**src/core/epx_params.svh**
```systemverilog
// constants of the exception priority and partial execution unit
`ifndef EPX_PARAMS_SVH
`define EPX_PARAMS_SVH

`define EPX_FP_IGNORED      2'b00
`define EPX_FP_IMP_NONREC   2'b01
`define EPX_FP_IMP_REC      2'b10
`define EPX_FP_PRECISE      2'b11
`define EPX_TAG_W           6
`define EPX_REG_W           5
`define EPX_MASK_W          32
`define EPX_CAUSE_W         3
`define EPX_CAUSE_NONE      3'h0
`define EPX_CAUSE_RESET     3'h1
`define EPX_CAUSE_MCHECK    3'h2
`define EPX_CAUSE_PRECISE   3'h3
`define EPX_CAUSE_IMPREC    3'h4
`define EPX_CAUSE_EXT       3'h5
`define EPX_CAUSE_DEC       3'h6

`endif

```
**src/core/epx_pkg.sv**
```systemverilog
// types of the exception priority and partial execution unit
package epx_pkg;
    typedef enum logic [1:0] {
        EPX_FP_OFF,
        EPX_FP_NONREC,
        EPX_FP_REC,
        EPX_FP_PREC
    } epx_fp_mode_t;

    typedef enum logic [2:0] {
        EPX_OP_INT_LOAD,
        EPX_OP_LOAD_MULTI,
        EPX_OP_STORE_MULTI,
        EPX_OP_STORE,
        EPX_OP_STORE_COND,
        EPX_OP_FP_LOAD,
        EPX_OP_OTHER
    } epx_op_t;

    typedef enum logic {
        EPX_RUN,
        EPX_STOPPED
    } epx_state_t;
endpackage

```
**src/core/epx_abort_gate.sv**
```systemverilog
// write gating for loads and stores aborted by alignment or storage faults
`timescale 1ns/1ps
`include "epx_params.svh"

module epx_abort_gate
    import epx_pkg::*;
(
    // access being completed
    input  wire epx_pkg::epx_op_t op_i,
    input  wire logic             is_update_i,
    input  wire logic             aborted_i,
    input  wire logic             protect_ok_i,
    input  wire logic             wr_dest_req_i,
    input  wire logic             wr_mem_req_i,
    input  wire logic             wr_base_req_i,
    input  wire logic             wr_cond_req_i,
    // permitted writes
    output logic                  wr_dest_o,
    output logic                  wr_mem_o,
    output logic                  wr_base_o,
    output logic                  wr_cond_o,
    output logic                  cond_undef_o
);
    always_comb
    begin
        wr_dest_o    = wr_dest_req_i & protect_ok_i;
        wr_mem_o     = wr_mem_req_i & protect_ok_i;
        wr_base_o    = wr_base_req_i & is_update_i;
        wr_cond_o    = wr_cond_req_i;
        cond_undef_o = 1'b0;
        if (aborted_i)
        begin
            // base update never lands on an aborted access
            wr_base_o = 1'b0;
            wr_cond_o = 1'b0;
            case (op_i)
                EPX_OP_INT_LOAD:
                begin
                    wr_dest_o = 1'b0;
                    wr_mem_o  = 1'b0;
                end
                EPX_OP_LOAD_MULTI:
                    wr_mem_o  = 1'b0;
                EPX_OP_STORE_MULTI:
                    wr_dest_o = 1'b0;
                EPX_OP_STORE:
                    wr_dest_o = 1'b0;
                EPX_OP_STORE_COND:
                begin
                    wr_dest_o    = 1'b0;
                    cond_undef_o = 1'b1;
                end
                EPX_OP_FP_LOAD:
                    wr_mem_o  = 1'b0;
                default:
                begin
                    wr_dest_o = 1'b0;
                    wr_mem_o  = 1'b0;
                end
            endcase
        end
    end
endmodule

```
**src/core/epx_unit.sv**
```systemverilog
// exception priority selection and floating-point enabled mode control
`timescale 1ns/1ps
`include "epx_params.svh"

// Notes on behaviour
// - two mode bits pick fp exception handling
// - nonrecoverable: late entry, offender may be unknown
// - recoverable: later instructions never see bad data
// - recoverable: handler gets offender tag and register
// - aborted load multiple may load some registers
// - aborted store multiple may write some bytes
// - aborted store: bytes maybe, base never updated
// - aborted store conditional leaves condition undefined
// - aborted fp load may write target, not base
// - partial writes never break memory protection
// - aborted integer loads write nothing at all
// - reset and machine check never wait
// - machine check while disabled enters checkstop
// - precise exceptions taken in program order
// - pending imprecise blocks later instruction state
// - imprecise pending gives program unless async high
// - external and decrementer get lowest priority
// - reset is priority one, ignores others
// - machine check is priority two
// - precise waits for older instructions first
// - imprecise fp is priority three
module epx_unit
    import epx_pkg::*;
#(
    parameter int TAG_W = `EPX_TAG_W,
    parameter int REG_W = `EPX_REG_W
)
(
    // clock and reset
    input  wire logic             clk_i,
    input  wire logic             srst_i,
    // machine state word fields
    input  wire logic             fp_mode_hi_i,
    input  wire logic             fp_mode_lo_i,
    input  wire logic             ext_enable_i,
    input  wire logic             mcheck_enable_i,
    // asynchronous sources
    input  wire logic             sys_reset_req_i,
    input  wire logic             mcheck_req_i,
    input  wire logic             ext_int_req_i,
    input  wire logic             dec_req_i,
    // oldest instruction at completion
    input  wire logic             cmp_valid_i,
    input  wire logic [TAG_W-1:0] cmp_tag_i,
    input  wire logic             cmp_older_done_i,
    input  wire logic             cmp_precise_exc_i,
    input  wire logic             cmp_fp_exc_i,
    input  wire logic [REG_W-1:0] cmp_fp_dest_i,
    input  wire epx_pkg::epx_op_t cmp_op_i,
    input  wire logic             cmp_is_update_i,
    input  wire logic             cmp_aborted_i,
    input  wire logic             cmp_protect_ok_i,
    input  wire logic             cmp_wr_dest_i,
    input  wire logic             cmp_wr_mem_i,
    input  wire logic             cmp_wr_base_i,
    input  wire logic             cmp_wr_cond_i,
    // handler hand-off
    input  wire logic             handler_ack_i,
    // write permits to the pipeline
    output logic                  wr_dest_o,
    output logic                  wr_mem_o,
    output logic                  wr_base_o,
    output logic                  wr_cond_o,
    output logic                  cond_undef_o,
    output logic                  cmp_stall_o,
    output logic                  fp_fwd_block_o,
    // handler entry
    output logic                  take_o,
    output logic [`EPX_CAUSE_W-1:0] cause_o,
    output logic [TAG_W-1:0]      fault_tag_o,
    output logic [REG_W-1:0]      fault_reg_o,
    output logic                  fault_known_o,
    output logic                  checkstop_o,
    output logic [1:0]            fp_mode_o
);
    typedef struct packed {
        epx_state_t              state;
        logic                    take;
        logic [`EPX_CAUSE_W-1:0] cause;
        logic [TAG_W-1:0]        tag;
        logic [REG_W-1:0]        freg;
        logic                    known;
        logic                    imp_pend;
        logic [TAG_W-1:0]        imp_tag;
        logic [REG_W-1:0]        imp_reg;
        logic                    imp_known;
        logic                    rst_pend;
        logic                    mck_pend;
        logic                    ext_pend;
        logic                    dec_pend;
    } epx_unit_state_t;

    epx_unit_state_t r;
    epx_unit_state_t next_r;

    logic [1:0]   mode;
    logic         fp_raise;
    logic         prec_raise;
    logic         gate_open;
    logic         imp_new;
    logic         blocked;
    logic         dest_ok;
    logic         mem_ok;
    logic         base_ok;
    logic         cond_ok;
    logic         cond_undef;

    // mode select from the two machine state bits
    function automatic epx_fp_mode_t fp_mode_of(input logic [1:0] m);
        case (m)
            `EPX_FP_IGNORED:    fp_mode_of = EPX_FP_OFF;
            `EPX_FP_IMP_NONREC: fp_mode_of = EPX_FP_NONREC;
            `EPX_FP_IMP_REC:    fp_mode_of = EPX_FP_REC;
            default:            fp_mode_of = EPX_FP_PREC;
        endcase
    endfunction

    assign mode = {fp_mode_hi_i, fp_mode_lo_i};

    // an instruction flagged cmp_aborted_i behaves as aborted for writes
    epx_abort_gate u_gate (
        .op_i          (cmp_op_i),
        .is_update_i   (cmp_is_update_i),
        .aborted_i     (cmp_aborted_i),
        .protect_ok_i  (cmp_protect_ok_i),
        .wr_dest_req_i (cmp_wr_dest_i),
        .wr_mem_req_i  (cmp_wr_mem_i),
        .wr_base_req_i (cmp_wr_base_i),
        .wr_cond_req_i (cmp_wr_cond_i),
        .wr_dest_o     (dest_ok),
        .wr_mem_o      (mem_ok),
        .wr_base_o     (base_ok),
        .wr_cond_o     (cond_ok),
        .cond_undef_o  (cond_undef)
    );

    always_comb
    begin
        // ignored mode drops the fp condition entirely
        fp_raise   = cmp_valid_i & cmp_fp_exc_i &
                     (fp_mode_of(mode) != EPX_FP_OFF);
        // precise exceptions only once every older instruction is done
        prec_raise = cmp_valid_i & cmp_older_done_i &
                     (cmp_precise_exc_i |
                      (fp_raise &
                       fp_mode_of(mode) == EPX_FP_PREC));
        blocked    = r.imp_pend | r.take | (r.state == EPX_STOPPED) |
                     r.rst_pend | r.mck_pend;
        // later instructions may not touch state behind an imprecise one
        gate_open  = cmp_valid_i & ~blocked & ~prec_raise;
        // an fp fault in an imprecise mode is parked, not taken at once
        imp_new    = fp_raise & (fp_mode_of(mode) != EPX_FP_PREC) &
                     ~r.imp_pend & gate_open;
    end

    always_comb
    begin
        wr_dest_o    = gate_open & dest_ok;
        wr_mem_o     = gate_open & mem_ok;
        wr_base_o    = gate_open & base_ok;
        wr_cond_o    = gate_open & cond_ok;
        cond_undef_o = gate_open & cond_undef;
        // recoverable mode holds the fp result back from consumers
        fp_fwd_block_o = fp_raise &
                         (fp_mode_of(mode) != EPX_FP_NONREC);
        cmp_stall_o  = cmp_valid_i & (blocked | ~cmp_older_done_i);
    end

    always_comb
    begin
        next_r = r;
        // the ack retires the entry; a new winner may follow next cycle
        if (r.take && handler_ack_i)
            next_r.take = 1'b0;
        // asynchronous requests are latched, so a loser stays pending, except a machine check, which reset clears
        next_r.rst_pend = r.rst_pend | sys_reset_req_i;
        next_r.mck_pend = r.mck_pend | mcheck_req_i;
        next_r.ext_pend = ext_int_req_i | dec_req_i ?
                          r.ext_pend | ext_int_req_i : r.ext_pend;
        next_r.dec_pend = r.dec_pend | dec_req_i;
        if (ext_int_req_i == 1'b0)
            next_r.ext_pend = r.ext_pend;
        if (imp_new)
        begin
            next_r.imp_pend  = 1'b1;
            next_r.imp_tag   = cmp_tag_i;
            next_r.imp_reg   = cmp_fp_dest_i;
            // nonrecoverable mode need not name the offender
            next_r.imp_known = (fp_mode_of(mode) == EPX_FP_REC);
        end
        case (r.state)
            EPX_RUN:
            begin
                // reset and machine check preempt even an unacked entry
                if (next_r.rst_pend)
                begin
                    next_r.take     = 1'b1;
                    next_r.cause    = `EPX_CAUSE_RESET;
                    next_r.rst_pend = 1'b0;
                    next_r.mck_pend = 1'b0;
                    next_r.imp_pend = 1'b0;
                    next_r.known    = 1'b0;
                end
                else if (next_r.mck_pend)
                begin
                    next_r.mck_pend = 1'b0;
                    if (!mcheck_enable_i)
                    begin
                        next_r.state = EPX_STOPPED;
                        next_r.take  = 1'b0;
                    end
                    else
                    begin
                        // overwrites an unacked entry; the core replays it
                        next_r.take  = 1'b1;
                        next_r.cause = `EPX_CAUSE_MCHECK;
                        next_r.known = 1'b0;
                    end
                end
                else if (!r.take)
                begin
                    if (r.imp_pend)
                    begin
                        next_r.take     = 1'b1;
                        next_r.cause    = `EPX_CAUSE_IMPREC;
                        next_r.tag      = r.imp_tag;
                        next_r.freg     = r.imp_reg;
                        next_r.known    = r.imp_known;
                        next_r.imp_pend = 1'b0;
                    end
                    else if (prec_raise && !blocked)
                    begin
                        next_r.take  = 1'b1;
                        next_r.cause = `EPX_CAUSE_PRECISE;
                        next_r.tag   = cmp_tag_i;
                        next_r.freg  = cmp_fp_dest_i;
                        next_r.known = 1'b1;
                    end
                    // a fault parked this cycle outranks both maskable ones
                    else if (ext_enable_i && r.ext_pend &&
                             !imp_new)
                    begin
                        next_r.take     = 1'b1;
                        next_r.cause    = `EPX_CAUSE_EXT;
                        next_r.known    = 1'b0;
                        next_r.ext_pend = ext_int_req_i;
                    end
                    else if (ext_enable_i && r.dec_pend &&
                             !imp_new)
                    begin
                        next_r.take     = 1'b1;
                        next_r.cause    = `EPX_CAUSE_DEC;
                        next_r.known    = 1'b0;
                        next_r.dec_pend = dec_req_i;
                    end
                end
            end
            EPX_STOPPED:
            begin
                // only a system reset leaves checkstop
                next_r.take = 1'b0;
                if (next_r.rst_pend)
                begin
                    next_r.state    = EPX_RUN;
                    next_r.take     = 1'b1;
                    next_r.cause    = `EPX_CAUSE_RESET;
                    next_r.rst_pend = 1'b0;
                    next_r.mck_pend = 1'b0;
                    next_r.imp_pend = 1'b0;
                    next_r.known    = 1'b0;
                end
            end
            default:
                next_r.state = EPX_RUN;
        endcase
    end

    always_ff @(posedge clk_i)
    begin
        if (srst_i)
        begin
            r       <= '0;
            r.state <= EPX_RUN;
        end
        else
            r <= next_r;
    end

    assign take_o        = r.take;
    // between entries the cause reads none, never a stale code
    assign cause_o       = r.take ? r.cause : `EPX_CAUSE_NONE;
    assign fault_tag_o   = r.tag;
    assign fault_reg_o   = r.freg;
    assign fault_known_o = r.known;
    assign checkstop_o   = (r.state == EPX_STOPPED);
    assign fp_mode_o     = mode;
endmodule

```
**config.mk**
```make
export PLATFORM = sky130hd
export DESIGN_NAME = epx_unit
export DESIGN_NICKNAME = d
export VERILOG_FILES = /design/src/core/epx_pkg.sv /design/src/core/epx_abort_gate.sv /design/src/core/epx_unit.sv
export VERILOG_INCLUDE_DIRS = /design/src /design/src/core
export SDC_FILE = /design/constraint.sdc
export NUM_CORES = 1
export LEC_CHECK = 0
export ABC_AREA = 1
export BUFFER_PORTS_ARGS = -buffer_cell sky130_fd_sc_hd__buf_2
export CAP_MARGIN = 20
export CELL_PAD_IN_SITES_DETAIL_PLACEMENT = 1
export CELL_PAD_IN_SITES_GLOBAL_PLACEMENT = 1
export CORE_MARGIN = 2
export CORE_UTILIZATION = 37
export CTS_CLUSTER_SIZE = 16
export DETAILED_ROUTE_END_ITERATION = 6
export PLACE_DENSITY = 0.91
export SLEW_MARGIN = 0
export SYNTH_ARGS = -nofsm -noshare
export SYNTH_HDL_FRONTEND = slang
export SYNTH_SLANG_ARGS = --single-unit
```
**constraint.sdc**
```tcl
create_clock -name clk_i -period 2.6 [get_ports clk_i]
set_clock_uncertainty 0.05 [all_clocks]
set_input_delay 0.26 -clock clk_i [delete_from_list [all_inputs] [get_ports clk_i]]
set_output_delay 0.26 -clock clk_i [all_outputs]
set_load 0.05 [all_outputs]
```
==> key figures <==
Yosys
  – Distinct cells, synth: 33
  – Syn. warnings: 0
  – Mapped Area: 1790 um2
  – Async S/R FF share, synth: 0
  – Seq/Total Area, Yosys: 0.369
  – #FFs+latches synth: 33
  – Post-synthesis net count: 297
  – Mean Syn Cell Area: 6.86 um2
  – Top_reg_cell synth: dfxtp_1
  – EDFF count, synth: 0
  – Post-Synthesis Cells: 261

STA
  – Final hold slack: 0.171 ns
  – RSZ-0062 raised after global routing: false
  – Final worst setup slack: 0.552 ns
  – Setup-failing EPs final: 0
  – Fin crit share: 0.788
  – Minimum clock period: 2.05 ns
  – Worst slew margin: 0.570
  – Fin. Hold Viols: 0
  – Worst Max-Slew Pin Slew: 0.644 ns
  – Fmax: 0.488 GHz
  – Final Max Slew Viols: 0
  – Setup tns final: 0 ns

Pwr
  – Combinational power share: 0.163
  – Worst vdd ir: 0.269 mV
  – Pleak: 1.09 nW
  – Net Sw Frac: 0.273
  – Internal power: 0.897 mW
  – Power share of the sequential group: 0.431
  – Power, Total: 1.23 mW
  – Clock power frac: 0.407
  – Switching power: 0.336 mW
  – Cell Pwr Density: 577 nW/um2

Final layout
  – Layout Nets: 343
  – Layout Area Growth over Synthesis: 19.4%
  – Fill cells: 669
  – ANT cells: 0
  – Layout cells sized above 1: 0.282
  – Final core utilization: 0.455

Clock network
  – Clk_lat worst skew: 0.28 ns
  – Hold buffers post-CTS: 0
  – Clock buffer depth: 2
  – # resized after CTS: 0
  – Post-CTS setup buffer count: 0
  – Clock Sinks: 33
  – Number of H-tree levels: 2
  – Clk slew on worst S/H paths: 0.07 ns
  – CTS tree: done
  – Root buf cell: clkbuf_8
  – Num CTS Buffers: 5

Placement
  – Place WS: 0.833 ns
  – PortBufs: 61
  – Hpwl dp: 3560 um
  – Global placer's final weighted congestion: 0.817

Critical path
  – CP max stage delay: 0.37 ns
  – WP data arrival: 1.74 ns
  – Top delay family on crit path: simple AND/OR/NAND/NOR gates
  – CP required: 2.29 ns
  – Type of the worst setup path: reg -> out
  – CP max stage cell: dfxtp_1
  – Critical Path Start Type: flop
  – Critical-path maximum fanout: 7
  – Crit path buf inv count: 1
  – Worst path cell trace: nor2_2, nand3b_1, nor2_2, nand2_1, nor4_2, buf_2
  – Crit. End Element: primary output
  – Cell mode on critical path: nor2_2

Routing
  – Max layer used: met4
  – Detailed Route Iter0 Violations: 76
  – WL met2: 2380 um
  – Routed WL: 4750 um
  – Detailed Routing Iterations Pass 1: 4
  – DR DRC count: 0
  – Vias/cell: 5.06
  – Met1 wire length: 2130 um
  – Met3 WL: 173 um
  – Routed Antenna Nets: 0
  – Drt wl/cell: 13.1 um
  – Vias post-DR: 1,830

Global routing
  – Largest net degree at the start of global routing: 24
  – Total gr overflow: 0
  – Total GRT Usage: 0.191
  – Vias in the first global route: 1,839
  – Initial antenna violation count: 0
  – First-pass GRT wire length: 8100 um

Die
  – I/O pin cnt: 62
  – Core Area: 4690 um2
  – Die area: 5410 um2
  – Die X: 73.6 um
  – Die height: 73.6 um
  – Initial Util: 0.382
  – # rows: 25

Min path
  – Hold Path Class: in -> reg

Job
  – Maximum capacitance violations: 0

Run status
  – Outcome: completed
## cell type report
class / instances / area, um2 / area share
tap: 54 / 67.6 / 0.0316
multi-input combinational: 170 / 841 / 0.393
clock inverter: 1 / 30.0 / 0.0141
inverter: 34 / 131 / 0.0615
timing repair buffer: 63 / 320 / 0.150
clock buffer: 7 / 86.3 / 0.0404
sequential: 33 / 661 / 0.309
## layer usage
layer,track usage,vias up
met3,0.0508,10
li1,-,916
met2,0.325,36
met5,0,-
met4,0.0646,0
met1,0.233,868
## stage by stage
step	instance area, um2	instances
2_1_floorplan	1800	261
3_3_place_gp	2020	354
3_5_place_dp	2020	354
4_1_cts	2140	362
5_1_grt	2140	362
6_report	2140	362
## worst register-to-register path, cell delays in order, from the launching register on
cell and delay (ns):
dfxtp_1 0.35, or2_4 0.28, inv_2 0.08, nand2_1 0.11, nor2_2 0.14, nand2_1 0.08
clkinv_2 0.23, o21ai_0 0.12, a31oi_1 0.21
## state kept, by name, summed over array words and instances, names as in the netlist
name / count
r: 19
fault_reg_o: 5
fault_tag_o: 6
checkstop_o: 1
take_o: 1
fault_known_o: 1
## cell families (layout without fill, tap and decap cells)
family          count (synthesis)  count (layout)  share of synthesized area
buf+inv                        58             105                      0.165
compound gates                 57              57                      0.180
simple gates                  113             113                      0.286
flops                          33              33                      0.369
## cells in the final DEF (no fill, tap or decap), types with 2 or more instances in the layout
master    netlist  routed
a21oi_1        17      17
a31oi_1        11      11
buf_2           2      61
buf_4          13       2
clkbuf_8        0       6
dfxtp_1        33      33
inv_1          31      31
nand2_1        72      72
nand3_1         5       5
nand3_2         3       3
nor2_1         17      17
nor2_2          3       3
nor2_4          2       2
nor3_1          2       2
nor4_1          3       2
o21ai_0        14      14
o21ai_1         9       9
## power by group through the flow
stage / registers [mW] / logic [mW] / clock network (mW)
after floorplan: 0.546 / 0.138 / 0
after global placement: 0.541 / 0.197 / 0
after detailed placement: 0.542 / 0.202 / 0
after CTS: 0.530 / 0.203 / 0.515
after global routing: 0.532 / 0.226 / 0.534
final: 0.531 / 0.201 / 0.501
## Yosys cell counts (2+ instances only)
library cell / count / area share
nand2_1: 72 / 0.15
dfxtp_1: 33 / 0.37
inv_1: 31 / 0.065
a21oi_1: 17 / 0.048
nor2_1: 17 / 0.036
o21ai_0: 14 / 0.039
buf_4: 13 / 0.055
a31oi_1: 11 / 0.038
o21ai_1: 9 / 0.025
clkbuf_1: 6 / 0.013
nand3_1: 5 / 0.014
buf_6: 3 / 0.019
nand3_2: 3 / 0.017
nor2_2: 3 / 0.010
nor4_1: 3 / 0.010
buf_2: 2 / 0.0056
nor2_4: 2 / 0.013
nor3_1: 2 / 0.0056
## worst paths after layout
kind                   from              to  slack (ns)  cells past startpoint
setup / recovery     take_o       wr_dest_o        0.55                      6
hold / removal    dec_req_i            r[0]        0.17                      3
setup reg to reg       r[2]  fault_reg_o[3]        0.88                      8
hold reg to reg       r[11]           r[11]        0.41                      2
Note: power is estimated with default switching activity, not from simulation.
